==> src/core/tmr2_consts.svh <==
`ifndef TMR2_CONSTS_SVH
`define TMR2_CONSTS_SVH

// Register indices, byte address is four times the index
`define TMR2_IDX_CTRLB   6'h0b
`define TMR2_IDX_COUNT   6'h0c
`define TMR2_IDX_RELOAD  6'h0d
`define TMR2_IDX_CFG     6'h10
`define TMR2_IDX_CMP     6'h11
`define TMR2_IDX_LCMP    6'h12
`define TMR2_IDX_HIGH    6'h13
`define TMR2_IDX_STAT    6'h14
`define TMR2_IDX_MASK    6'h15

// Secondary control bit positions
`define TMR2_B_LCMP      0
`define TMR2_B_CAPCMP    1
`define TMR2_B_LOVF      2
`define TMR2_B_OVF       3
`define TMR2_B_POL       5
`define TMR2_B_OE        6
`define TMR2_B_LIE       7
`define TMR2_B_RSVD_MSK  8'hef

// Configuration bit positions
`define TMR2_C_DUAL      0
`define TMR2_C_RUN       1
`define TMR2_C_CAPEN     2

// Event groups inside the status layout
`define TMR2_EV_LOW_MSK  4'h5
`define TMR2_EV_MAIN_MSK 4'ha

// Values
`define TMR2_RST8        8'h00
`define TMR2_RST16       16'h0000
`define TMR2_RST32       32'h0000_0000
`define TMR2_MAX8        8'hff
`define TMR2_MAX16       16'hffff
`define TMR2_ONE8        8'h01
`define TMR2_ONE16       16'h0001
`define TMR2_RESP_OKAY   2'h0
`define TMR2_RESP_SLVERR 2'h2

`endif

==> src/core/tmr2_pkg.sv <==
package tmr2_pkg;

  typedef enum logic [1:0] {
    TMR2_WR_IDLE = 2'h1,
    TMR2_WR_RESP = 2'h2
  } tmr2_wr_e;

  typedef struct packed {
    tmr2_wr_e    wr_st;
    logic        aw_full;
    logic [7:0]  aw_addr;
    logic        w_full;
    logic [31:0] w_data;
    logic [3:0]  w_strb;
    logic        aw_rdy;
    logic        w_rdy;
    logic        b_vld;
    logic [1:0]  b_resp;
    logic        ar_rdy;
    logic        r_vld;
    logic [31:0] r_data;
    logic [1:0]  r_resp;
    logic [7:0]  ctrlb;
    logic [15:0] count;
    logic [15:0] reload;
    logic [15:0] cmp;
    logic [7:0]  lcmp;
    logic [2:0]  cfg;
    logic [3:0]  stat;
    logic [3:0]  mask;
    logic        oe_q;
    logic        pin;
    logic        irq;
  } tmr2_state_s;

  typedef struct packed {
    logic        edge_q1;
    logic        edge_q2;
    logic        edge_q3;
    logic        rise;
  } tmr2_sync_s;

endpackage : tmr2_pkg

==> src/core/tmr2_edge_sync.sv <==
`include "tmr2_consts.svh"

module tmr2_edge_sync (
  // Clock and reset
  input  wire logic clk_sys_in,
  input  wire logic rst_in,
  // Pin and pulse
  input  wire logic pin_in,
  output logic      rise_out
);

  tmr2_pkg::tmr2_sync_s s_r;
  tmr2_pkg::tmr2_sync_s s_nxt;

  // First stage is read only by the second
  always_comb begin
    s_nxt         = s_r;
    s_nxt.edge_q1 = pin_in;
    s_nxt.edge_q2 = s_r.edge_q1;
    s_nxt.edge_q3 = s_r.edge_q2;
    s_nxt.rise    = s_r.edge_q2 & ~s_r.edge_q3;
  end

  always_ff @(posedge clk_sys_in or posedge rst_in) begin
    if (rst_in) begin
      s_r <= '0;
    end else begin
      s_r <= s_nxt;
    end
  end

  assign rise_out = s_r.rise;

endmodule // tmr2_edge_sync

==> src/core/tmr2_timer.sv <==
// Register access over AXI4-Lite is this design's own decision.
`include "tmr2_consts.svh"

module tmr2_timer (
  // Clock and reset
  input  wire logic        clk_sys_in,
  input  wire logic        rst_in,
  // AXI4-Lite write
  input  wire logic [7:0]  s_axi_awaddr_in,
  input  wire logic        s_axi_awvalid_in,
  output logic             s_axi_awready_out,
  input  wire logic [31:0] s_axi_wdata_in,
  input  wire logic [3:0]  s_axi_wstrb_in,
  input  wire logic        s_axi_wvalid_in,
  output logic             s_axi_wready_out,
  output logic [1:0]       s_axi_bresp_out,
  output logic             s_axi_bvalid_out,
  input  wire logic        s_axi_bready_in,
  // AXI4-Lite read
  input  wire logic [7:0]  s_axi_araddr_in,
  input  wire logic        s_axi_arvalid_in,
  output logic             s_axi_arready_out,
  output logic [31:0]      s_axi_rdata_out,
  output logic [1:0]       s_axi_rresp_out,
  output logic             s_axi_rvalid_out,
  input  wire logic        s_axi_rready_in,
  // Timer pins
  input  wire logic        capture_edge_in,
  output logic             alt_pin_out,
  output logic             alt_pin_oe_out,
  // Interrupt
  output logic             irq_out
);

  tmr2_pkg::tmr2_state_s s_r;
  tmr2_pkg::tmr2_state_s s_nxt;

  logic        cap_rise;
  logic        dual;
  logic        run;
  logic        do_wr;
  logic [5:0]  wr_idx;
  logic [5:0]  rd_idx;
  logic        rd_take;
  logic        ev_lcmp;
  logic        ev_capcmp;
  logic        ev_lovf;
  logic        ev_ovf;
  logic        match16;
  logic        src_evt;
  logic [31:0] rd_val;
  logic        rd_hit;
  logic        wr_hit;
  logic [3:0]  ev_vec;

  tmr2_edge_sync u_sync (
    .clk_sys_in (clk_sys_in),
    .rst_in     (rst_in),
    .pin_in     (capture_edge_in),
    .rise_out   (cap_rise)
  );

  always_comb begin
    s_nxt  = s_r;
    dual   = s_r.cfg[`TMR2_C_DUAL];
    run    = s_r.cfg[`TMR2_C_RUN];
    wr_idx = s_r.aw_addr[7:2];
    rd_idx = s_axi_araddr_in[7:2];
    do_wr  = (s_r.wr_st == tmr2_pkg::TMR2_WR_IDLE) && s_r.aw_full
             && s_r.w_full;
    rd_take = s_axi_arvalid_in && s_r.ar_rdy;

    // Timer events from the current count and the capture edge
    match16   = (s_r.count == s_r.cmp);
    // low compare only in dual mode
    ev_lcmp   = run && dual && (s_r.count[7:0] == s_r.lcmp);
    ev_capcmp = (run && (dual ? (s_r.count[15:8] == s_r.cmp[15:8])
                              : match16))
                || (s_r.cfg[`TMR2_C_CAPEN] && cap_rise);
    // low timer overflow in dual mode
    ev_lovf   = run && dual && (s_r.count[7:0] == `TMR2_MAX8);
    ev_ovf    = run && (dual ? (s_r.count[15:8] == `TMR2_MAX8)
                             : (s_r.count == `TMR2_MAX16));
    src_evt   = dual ? (ev_lcmp || ev_lovf)
                     : (ev_ovf || (run && match16));
    ev_vec    = {ev_ovf, ev_lovf, ev_capcmp, ev_lcmp};

    // Counting
    if (run) begin
      if (dual) begin
        s_nxt.count[7:0]  = ev_lovf ? s_r.reload[7:0]
                                    : s_r.count[7:0] + `TMR2_ONE8;
        s_nxt.count[15:8] = ev_ovf ? s_r.reload[15:8]
                                   : s_r.count[15:8] + `TMR2_ONE8;
      end else begin
        s_nxt.count = ev_ovf ? s_r.reload : s_r.count + `TMR2_ONE16;
      end
    end
    if (s_r.cfg[`TMR2_C_CAPEN] && cap_rise) begin
      s_nxt.cmp = dual ? {s_r.count[15:8], s_r.cmp[7:0]} : s_r.count;
    end

    // Write channels
    if (s_axi_awvalid_in && s_r.aw_rdy) begin
      s_nxt.aw_full = 1'b1;
      s_nxt.aw_addr = s_axi_awaddr_in;
    end
    if (s_axi_wvalid_in && s_r.w_rdy) begin
      s_nxt.w_full = 1'b1;
      s_nxt.w_data = s_axi_wdata_in;
      s_nxt.w_strb = s_axi_wstrb_in;
    end
    if ((s_r.wr_st == tmr2_pkg::TMR2_WR_RESP) && s_axi_bready_in) begin
      s_nxt.b_vld = 1'b0;
      s_nxt.wr_st = tmr2_pkg::TMR2_WR_IDLE;
    end
    wr_hit = 1'b1;
    if (do_wr) begin
      s_nxt.aw_full = 1'b0;
      s_nxt.w_full  = 1'b0;
      s_nxt.b_vld   = 1'b1;
      s_nxt.wr_st   = tmr2_pkg::TMR2_WR_RESP;
      case (wr_idx)
        `TMR2_IDX_CTRLB: begin
          if (s_r.w_strb[0]) begin
            s_nxt.ctrlb = s_r.w_data[7:0] & `TMR2_B_RSVD_MSK;
          end
        end
        `TMR2_IDX_COUNT: begin
          // upper byte only in 16-bit mode
          if (s_r.w_strb[0]) begin
            s_nxt.count[7:0] = s_r.w_data[7:0];
          end
          if (s_r.w_strb[1] && !dual) begin
            s_nxt.count[15:8] = s_r.w_data[15:8];
          end
        end
        `TMR2_IDX_RELOAD: begin
          // upper byte blocked in dual mode
          if (s_r.w_strb[0]) begin
            s_nxt.reload[7:0] = s_r.w_data[7:0];
          end
          if (s_r.w_strb[1] && !dual) begin
            s_nxt.reload[15:8] = s_r.w_data[15:8];
          end
        end
        `TMR2_IDX_CFG: begin
          if (s_r.w_strb[0]) begin
            s_nxt.cfg = s_r.w_data[2:0];
          end
        end
        `TMR2_IDX_CMP: begin
          if (s_r.w_strb[0]) begin
            s_nxt.cmp[7:0] = s_r.w_data[7:0];
          end
          if (s_r.w_strb[1]) begin
            s_nxt.cmp[15:8] = s_r.w_data[15:8];
          end
        end
        `TMR2_IDX_LCMP: begin
          if (s_r.w_strb[0]) begin
            s_nxt.lcmp = s_r.w_data[7:0];
          end
        end
        `TMR2_IDX_HIGH: begin
          // high count and high reload bytes
          if (s_r.w_strb[0]) begin
            s_nxt.count[15:8] = s_r.w_data[7:0];
          end
          if (s_r.w_strb[1]) begin
            s_nxt.reload[15:8] = s_r.w_data[15:8];
          end
        end
        `TMR2_IDX_STAT: begin
        end
        `TMR2_IDX_MASK: begin
          if (s_r.w_strb[0]) begin
            s_nxt.mask = s_r.w_data[3:0];
          end
        end
        default: begin
          wr_hit = 1'b0;
        end
      endcase
      s_nxt.b_resp = wr_hit ? `TMR2_RESP_OKAY : `TMR2_RESP_SLVERR;
    end

    // flags set by hardware, set wins over a written zero
    s_nxt.ctrlb[3:0] = s_nxt.ctrlb[3:0] | ev_vec;

    // Read channel
    rd_hit = 1'b1;
    case (rd_idx)
      `TMR2_IDX_CTRLB:  rd_val = {24'h0, s_r.ctrlb & `TMR2_B_RSVD_MSK};
      // upper byte hidden in dual mode
      `TMR2_IDX_COUNT:  rd_val = {16'h0, dual ? 8'h00 : s_r.count[15:8],
                                  s_r.count[7:0]};
      // upper byte hidden in dual mode
      `TMR2_IDX_RELOAD: rd_val = {16'h0, dual ? 8'h00 : s_r.reload[15:8],
                                  s_r.reload[7:0]};
      `TMR2_IDX_CFG:    rd_val = {29'h0, s_r.cfg};
      `TMR2_IDX_CMP:    rd_val = {16'h0, s_r.cmp};
      `TMR2_IDX_LCMP:   rd_val = {24'h0, s_r.lcmp};
      `TMR2_IDX_HIGH:   rd_val = {16'h0, s_r.reload[15:8], s_r.count[15:8]};
      `TMR2_IDX_STAT:   rd_val = {28'h0, s_r.stat};
      `TMR2_IDX_MASK:   rd_val = {28'h0, s_r.mask};
      default: begin
        rd_val = `TMR2_RST32;
        rd_hit = 1'b0;
      end
    endcase
    if (s_r.r_vld && s_axi_rready_in) begin
      s_nxt.r_vld = 1'b0;
    end
    if (rd_take) begin
      s_nxt.r_vld  = 1'b1;
      s_nxt.r_data = rd_val;
      s_nxt.r_resp = rd_hit ? `TMR2_RESP_OKAY : `TMR2_RESP_SLVERR;
    end

    // Status: read clears, new events win
    if (rd_take && (rd_idx == `TMR2_IDX_STAT)) begin
      s_nxt.stat = ev_vec;
    end else begin
      s_nxt.stat = s_r.stat | ev_vec;
    end

    s_nxt.oe_q = s_nxt.ctrlb[`TMR2_B_OE];
    // polarity loaded only on enable rising
    if (s_nxt.ctrlb[`TMR2_B_OE] && !s_r.oe_q) begin
      s_nxt.pin = s_nxt.ctrlb[`TMR2_B_POL];
    end else if (s_r.oe_q && src_evt) begin
      s_nxt.pin = ~s_r.pin;
    end

    // low sources gated, set low flags keep requesting
    s_nxt.irq = |(s_nxt.stat & s_nxt.mask &
                  ({4{s_nxt.ctrlb[`TMR2_B_LIE]}} | `TMR2_EV_MAIN_MSK))
                || (s_nxt.ctrlb[`TMR2_B_LIE]
                    && |(s_nxt.ctrlb[3:0] & s_nxt.mask & `TMR2_EV_LOW_MSK));

    s_nxt.aw_rdy = !s_nxt.aw_full;
    s_nxt.w_rdy  = !s_nxt.w_full;
    s_nxt.ar_rdy = !s_nxt.r_vld;
  end

  always_ff @(posedge clk_sys_in or posedge rst_in) begin
    if (rst_in) begin
      s_r       <= '0;
      s_r.wr_st <= tmr2_pkg::TMR2_WR_IDLE;
    end else begin
      s_r <= s_nxt;
    end
  end

  assign s_axi_awready_out = s_r.aw_rdy;
  assign s_axi_wready_out  = s_r.w_rdy;
  assign s_axi_bvalid_out  = s_r.b_vld;
  assign s_axi_bresp_out   = s_r.b_resp;
  assign s_axi_arready_out = s_r.ar_rdy;
  assign s_axi_rvalid_out  = s_r.r_vld;
  assign s_axi_rdata_out   = s_r.r_data;
  assign s_axi_rresp_out   = s_r.r_resp;
  assign alt_pin_out       = s_r.pin;
  assign alt_pin_oe_out    = s_r.oe_q;
  assign irq_out           = s_r.irq;
endmodule // tmr2_timer

==> config.mk <==
export PLATFORM = sky130hd
export DESIGN_NAME = tmr2_timer
export DESIGN_NICKNAME = d
export VERILOG_FILES = /design/src/core/tmr2_pkg.sv /design/src/core/tmr2_edge_sync.sv /design/src/core/tmr2_timer.sv
export VERILOG_INCLUDE_DIRS = /design/src /design/src/core
export SDC_FILE = /design/constraint.sdc
export NUM_CORES = 1
export LEC_CHECK = 0
export ABC_AREA = 1
export BUFFER_PORTS_ARGS = -buffer_cell sky130_fd_sc_hd__buf_2
export CORE_ASPECT_RATIO = 0.9
export CORE_UTILIZATION = 45
export DETAILED_ROUTE_END_ITERATION = 8
export GPL_ROUTABILITY_DRIVEN = 0
export HOLD_SLACK_MARGIN = 0.1
export PLACE_DENSITY_LB_ADDON = 0.25
export SKIP_CTS_REPAIR_TIMING = 1
export SYNTH_ARGS = -nofsm -noshare
export SYNTH_HDL_FRONTEND = slang
export SYNTH_HIERARCHICAL = 1
export SYNTH_SLANG_ARGS = --single-unit
==> constraint.sdc <==
create_clock -name clk_sys_in -period 12.1 [get_ports clk_sys_in]
set_input_delay 1.815 -clock clk_sys_in [delete_from_list [all_inputs] [get_ports clk_sys_in]]
set_output_delay 1.815 -clock clk_sys_in [all_outputs]
set_load 0.005 [all_outputs]
==> flow_summary.json, run 1 <==
{
  "cts_buffers": 17,
  "place_inst": 1211,
  "hold-worst-slack_ns": 0.358,
  "syn_area_um2": 7470,
  "hold_depth": 0,
  "final_area_um2": 8320,
  "dp_slack_ns": 8.57,
  "num-fill-cells": 1612,
  "grt_first_pass_wirelength_um": 35100,
  "drv_slew": 0,
  "rr_startpoint": "run$_DFFE_PP0P_",
  "post_dp_cell_area_um2": 7690,
  "overflow": 0,
  "grt_setup_unrepaired": "false",
  "path_cells": "buf_2 -> inv_1 -> nand2_1 -> nor2_1 -> nand2_1 -> clkinv_1 -> a221oi_1 -> nand3_1 -> nand2_1 -> nand2_1",
  "end_kind": "flop",
  "drive_gt1_frac": 0.141,
  "routedWlPerCell_um": 17.6,
  "arrival_ns": 3.45,
  "crit_cells": 10,
  "crit_fanout": 10,
  "hold_violations": 0,
  "path_class": "input port to flop",
  "dp_hpwl_um": 15900,
  "reg2reg_depth": 11,
  "grt_max_degree": 65,
  "drt-total-wl_um": 21900,
  "worst_pin_slew_ns": 0.896,
  "synth_area_per_cell_um2": 7.54,
  "fin_nets": 1085,
  "ys.warnings.count": 6,
  "status": "finished clean",
  "ys.flop_type": "dfrtp_1",
  "vias_per_cell": 5.50,
  "vias": 6832,
  "ys_ff_latch": 130,
  "fin_skew_ns": 0.00891,
  "synth_edf_count": 0,
  "start_util": 0.462,
  "cap_violations": 0,
  "post-route-util": 0.514,
  "firstDrtPassIters": 7,
  "h-tree-depth": 4,
  "synth_seq_area_share": 0.435,
  "drtIter0Drc": 797,
  "fp.coreArea_um2": 16200,
  "root_buffer": "clkbuf_16",
  "critPathSlowestCell": "clkinv_1",
  "timing.slew.headroom": 0.401,
  "cpMostUsedCell": "nand2_1",
  "cpLargestDelayFamily": "simple AND/OR/NAND/NOR gates",
  "fin_crit_sh": 0.259,
  "die_h_um": 124,
  "path_clk_slew_ns": 0.06,
  "numPortBuffers": 63,
  "ios": 104,
  "irDropWorstVdd_uv": 98.8,
  "cts.path.max_buffers": 2,
  "powerDensity_nw_per_um2": 139,
  "std_cell_rows": 44,
  "fin_cells": 1243,
  "fin_crit_ns": 3.13,
  "power_leakage_nw": 4.01,
  "die_width_um": 138,
  "fmax_mhz": 319,
  "ant_nets": 0,
  "antenna_found_initial": 0,
  "required_ns": 12.41,
  "clkSinkCount": 130,
  "cp.buffers_inverters": 3,
  "diodes": 0,
  "cp_slowest_stage_delay_ns": 0.37,
  "power_mw": 1.16,
  "drt_drc_violations_left": 0,
  "async_flop_share": 1.00,
  "setup-tns-final_ns": 0,
  "gr-usage-all-layers": 0.273,
  "die-area_um2": 17100,
  "start_kind": "input port",
  "grt_pass1_vias": 6292,
  "setup_viol": 0,
  "hold_start": "u_sync/s_nxt[2]$_DFF_PP0_",
  "ys_types": 50,
  "syn_to_final_growth_pct": 11.3,
  "startpoint": "s_axi_araddr_in[4]",
  "timing.final.ws_setup_ns": 8.97,
  "hp-class": "flop to flop",
  "syn_inst": 991,
  "clkLatencyLatePin_ns": 0.43,
  "cts_tree": "done"
}
[worst paths after layout]
| path | to | slack [ns] |
|---|---|---|
| setup / recovery | s_axi_rdata_out[2]$_DFFE_PP0P_ | 8.97 |
| min in group asynchronous | u_sync/s_nxt[2]$_DFF_PP0_ | 1.29 |
| hold reg to reg | u_sync/s_nxt[1]$_DFF_PP0_ | 0.36 |
| hold / removal | u_sync/s_nxt[1]$_DFF_PP0_ | 0.36 |
| setup reg to reg | alt_pin_out$_DFFE_PP0P_ | 9.40 |
| max in group asynchronous | s_axi_rdata_out[0]$_DFFE_PP0P_ | 9.25 |
[Yosys cell counts, types with 2 or more instances]
cell	count	share of area
a31oi_1	2	0.0017
a21oi_1	33	0.022
nand3_2	2	0.0027
nor2_4	3	0.0045
buf_4	40	0.040
o21ai_2	3	0.0035
buf_2	10	0.0067
xnor2_1	8	0.0094
nand2_1	269	0.14
clkinv_1	4	0.0020
dfrtp_1	129	0.43
o2111ai_1	4	0.0047
o211ai_1	9	0.0090
o22ai_1	32	0.027
a22oi_1	10	0.010
nand2_2	8	0.0067
nand3_1	41	0.027
nand3b_1	2	0.0020
nand4_1	11	0.0092
a221oi_1	3	0.0035
ha_1	2	0.0033
mux2i_1	2	0.0027
inv_2	15	0.0075
inv_1	103	0.052
nor2_1	56	0.028
xor2_1	12	0.014
o21ai_0	103	0.069
nor3_1	9	0.0060
clkbuf_1	14	0.0070
o21ai_1	15	0.010
buf_6	2	0.0030
nor3_2	2	0.0027
a32oi_1	3	0.0035
nor2_2	12	0.010
clkbuf_2	2	0.0013
o221ai_1	2	0.0023
[report_power, final]
| part | internal [mW] | total [mW] | leakage, nW | switching (mW) |
|---|---|---|---|---|
| combinational | 0.0264 | 0.113 | 1.97 | 0.0868 |
| sequential | 0.468 | 0.493 | 1.73 | 0.0254 |
| clock | 0.361 | 0.550 | 0.308 | 0.190 |
[flip-flops by register name, summed over array words and instances (netlist names)]
name	count
s_axi_awready_out	1
dual	1
alt_pin_out	1
u_sync/s_nxt	2
u_sync/s_r	1
s_axi_bresp_out	1
s_axi_rdata_out	16
s_axi_wready_out	1
s_r	100
irq_out	1
s_axi_rvalid_out	1
run	1
u_sync/rise_out	1
s_axi_arready_out	1
s_axi_rresp_out	1
[logic make-up after synthesis]
family,Yosys count,synth area share
AOI/OAI and AO/OA,224,0.173
xor gates and xnor gates,20,0.0234
adders and majority gates,2,0.00335
buffers and inverters,191,0.120
DFF,130,0.435
muxes,2,0.00268
other,1,0.000502
and+or+nand+nor,421,0.241
[placed cells by master (no fill, tap or decap), types with 3 or more instances in the layout]
cell type  Yosys  final
a21oi_1       33     33
a221oi_1       3      3
a22oi_1       10     10
a32oi_1        3      3
buf_2         10     63
bufinv_16      0      4
clkbuf_1      14      3
clkbuf_16      0     17
clkbuf_8       0      3
clkinv_1       4      4
clkinv_2       0      3
conb_1         1     18
dfrtp_1      129    129
inv_1        103    102
inv_2         15     15
nand2_1      269    269
nand2_2        8      8
nand3_1       41     41
nand4_1       11     11
nor2_1        56     56
nor2_2        12     12
nor2_4         3      3
nor3_1         9      9
o2111ai_1      4      4
o211ai_1       9      9
o21ai_0      103    103
o21ai_1       15     15
o21ai_2        3      3
o22ai_1       32     32
xnor2_1        8      8
xor2_1        12     12
[layer usage]
metal,share of wire,vias to the layer above,global-route usage,wire length (µm)
met2,0.42,347,0.383,9280
li1,-,3273,-,-
met5,0,-,0,0
met3,0.097,33,0.0777,2130
met1,0.46,3179,0.411,10200
met4,0.015,0,0.0652,330
[layout make-up]
| type | count | area [µm²] | area share |
|---|---|---|---|
| Multi-Input combinational cell | 687 | 3380 | 0.407 |
| Inverter | 123 | 467 | 0.0561 |
| Clock buffer | 23 | 478 | 0.0575 |
| Clock inverter | 9 | 151 | 0.0182 |
| Tap cell | 207 | 259 | 0.0311 |
| Sequential cell | 130 | 3250 | 0.391 |
| Timing Repair Buffer | 64 | 323 | 0.0388 |
Note: power is estimated with default switching activity, not from simulation.
==> inputs of run 2 (changes only) <==
==> constraint.sdc (replaced) <==
create_clock -name clk_sys_in -period 2.7 [get_ports clk_sys_in]
set_input_delay 0.405 -clock clk_sys_in [delete_from_list [all_inputs] [get_ports clk_sys_in]]
set_output_delay 0.405 -clock clk_sys_in [all_outputs]
set_load 0.005 [all_outputs]
==> flow_summary.json, run 2 (same netlist as run 1, synthesis figures left out) <==
{
  "clkLatencyLatePin_ns": 0.43,
  "holdPathEnd": "s_r[162]$_DFFE_PP0P_",
  "drv_slew": 0,
  "crit_fanout": 14,
  "drt-total-wl_um": 21800,
  "fin_nets": 1097,
  "status": "finished clean",
  "setup_viol": 0,
  "die_h_um": 124,
  "fmax_mhz": 437,
  "grt_max_degree": 127,
  "irDropWorstVdd_uv": 456,
  "hold_violations": 0,
  "num-fill-cells": 1585,
  "path_clk_slew_ns": 0.06,
  "powerDensity_nw_per_um2": 622,
  "fin_crit_sh": 0.848,
  "hold_depth": 3,
  "hold-worst-slack_ns": 0.166,
  "die-area_um2": 17100,
  "die_width_um": 138,
  "std_cell_rows": 44,
  "intPower_mw": 3.87,
  "required_ns": 3.07,
  "switching_power_mw": 1.37,
  "largest_reg_flops": 100,
  "reg2reg_slack_ns": 0.41,
  "fp.coreArea_um2": 16200,
  "start_kind": "flop",
  "end_kind": "flop",
  "place_inst": 1221,
  "reg2reg_depth": 13,
  "cap_violations": 0,
  "rr_startpoint": "s_r[63]$_DFF_PP0_",
  "ant_nets": 0,
  "antenna_found_initial": 0,
  "drive_gt1_frac": 0.149,
  "cts_tree": "done",
  "clkSinkCount": 130,
  "power_leakage_nw": 4.07,
  "root_buffer": "clkbuf_16",
  "worst_pin_slew_ns": 0.703,
  "h-tree-depth": 4,
  "syn_to_final_growth_pct": 12.8,
  "ios": 104,
  "power_mw": 5.25,
  "pwr-share-comb": 0.098,
  "regMostFlops": "s_r",
  "timing.slew.headroom": 0.531,
  "fin_crit_ns": 2.29,
  "start_util": 0.462,
  "routedWlPerCell_um": 17.4,
  "fin_skew_ns": 0.0117,
  "clockPowerShare": 0.480,
  "vias_per_cell": 5.51,
  "numPortBuffers": 63,
  "overflow": 0,
  "grt_pass1_vias": 6400,
  "arrival_ns": 2.66,
  "rr_endpoint": "s_r[59]$_DFF_PP0_",
  "hp-class": "input port to flop",
  "timing.final.ws_setup_ns": 0.410,
  "dp_slack_ns": 0.502,
  "fin_cells": 1255,
  "path_class": "flop to flop",
  "gr-usage-all-layers": 0.271,
  "final_cell_mix": "nand2_1 (269), dfrtp_1 (129), o21ai_0 (103)",
  "post-route-util": 0.521,
  "final_area_um2": 8430,
  "drtIter0Drc": 874,
  "hold_start": "s_axi_awaddr_in[6]",
  "final_common_cell": "nand2_1",
  "cts_buffers": 17,
  "grt_first_pass_wirelength_um": 34600,
  "dp_hpwl_um": 15900,
  "cts.path.max_buffers": 2,
  "diodes": 0,
  "seqPwrFrac": 0.422,
  "vias": 6913,
  "drt_drc_violations_left": 0,
  "post_dp_cell_area_um2": 7780,
  "setup-tns-final_ns": 0,
  "switching_share": 0.261,
  "grt_setup_unrepaired": "false",
  "firstDrtPassIters": 6
}
-- run 2: cell type report --
class                   instances  area (µm²)  area share
clock buffers                  21         450      0.0534
multi-input cells             687        3380       0.401
repair buffers                 76         430      0.0510
flip-flops and latches        130        3250       0.386
clock inverters                11         185      0.0220
well taps                     207         259      0.0307
inverters                     123         468      0.0555
-- run 2: worst max-delay path, stage by stage, from the launching register on --
cell and delay (ns):
dfrtp_1 0.53, ha_1 0.28, nand2_2 0.09, nor2_4 0.13
inv_2 0.06, nor2_4 0.11, nand2_4 0.15, o21ai_4 0.32
inv_4 0.12, nand2_1 0.08, nand2_1 0.04, o22ai_1 0.16
nand2_1 0.08, nand2_1 0.06
-- run 2: power by group through the flow --
stage / Sequential, mW / Clock (mW) / Combinational (mW)
3_5_place_dp: 2.24 / 0 / 0.512
3_3_place_gp: 2.24 / 0 / 0.508
2_1_floorplan: 2.21 / 0 / 0.341
4_1_cts: 2.21 / 2.55 / 0.517
5_1_grt: 2.23 / 2.64 / 0.584
6_report: 2.21 / 2.52 / 0.514
-- run 2: worst max path at each step --
| stage | to | slack [ns] | startpoint | depth (start not counted) |
|---|---|---|---|---|
| 3_5_place_dp | alt_pin_out$_DFFE_PP0P_ | 0.50 | s_r[62]$_DFF_PP0_ | 12 |
| 5_1_grt | s_r[59]$_DFF_PP0_ | 0.28 | s_r[62]$_DFF_PP0_ | 13 |
| 4_1_cts | alt_pin_out$_DFFE_PP0P_ | 0.48 | s_r[62]$_DFF_PP0_ | 12 |
| 6_report | s_r[59]$_DFF_PP0_ | 0.41 | s_r[63]$_DFF_PP0_ | 13 |
| 3_3_place_gp | s_r[59]$_DFF_PP0_ | 0.56 | s_r[62]$_DFF_PP0_ | 13 |
| 2_1_floorplan | alt_pin_out$_DFFE_PP0P_ | 0.74 | rst_in | 1 |
-- run 2: metal layers --
layer  part of all wire  wire length (µm)  global-route usage  vias up
met2               0.42              9140               0.379      369
met4              0.024               531              0.0850        0
met3               0.11              2330              0.0956       54
met1               0.45              9790               0.388     3194
li1                   -                 -                   -     3296
met5                  0                 0                   0        -
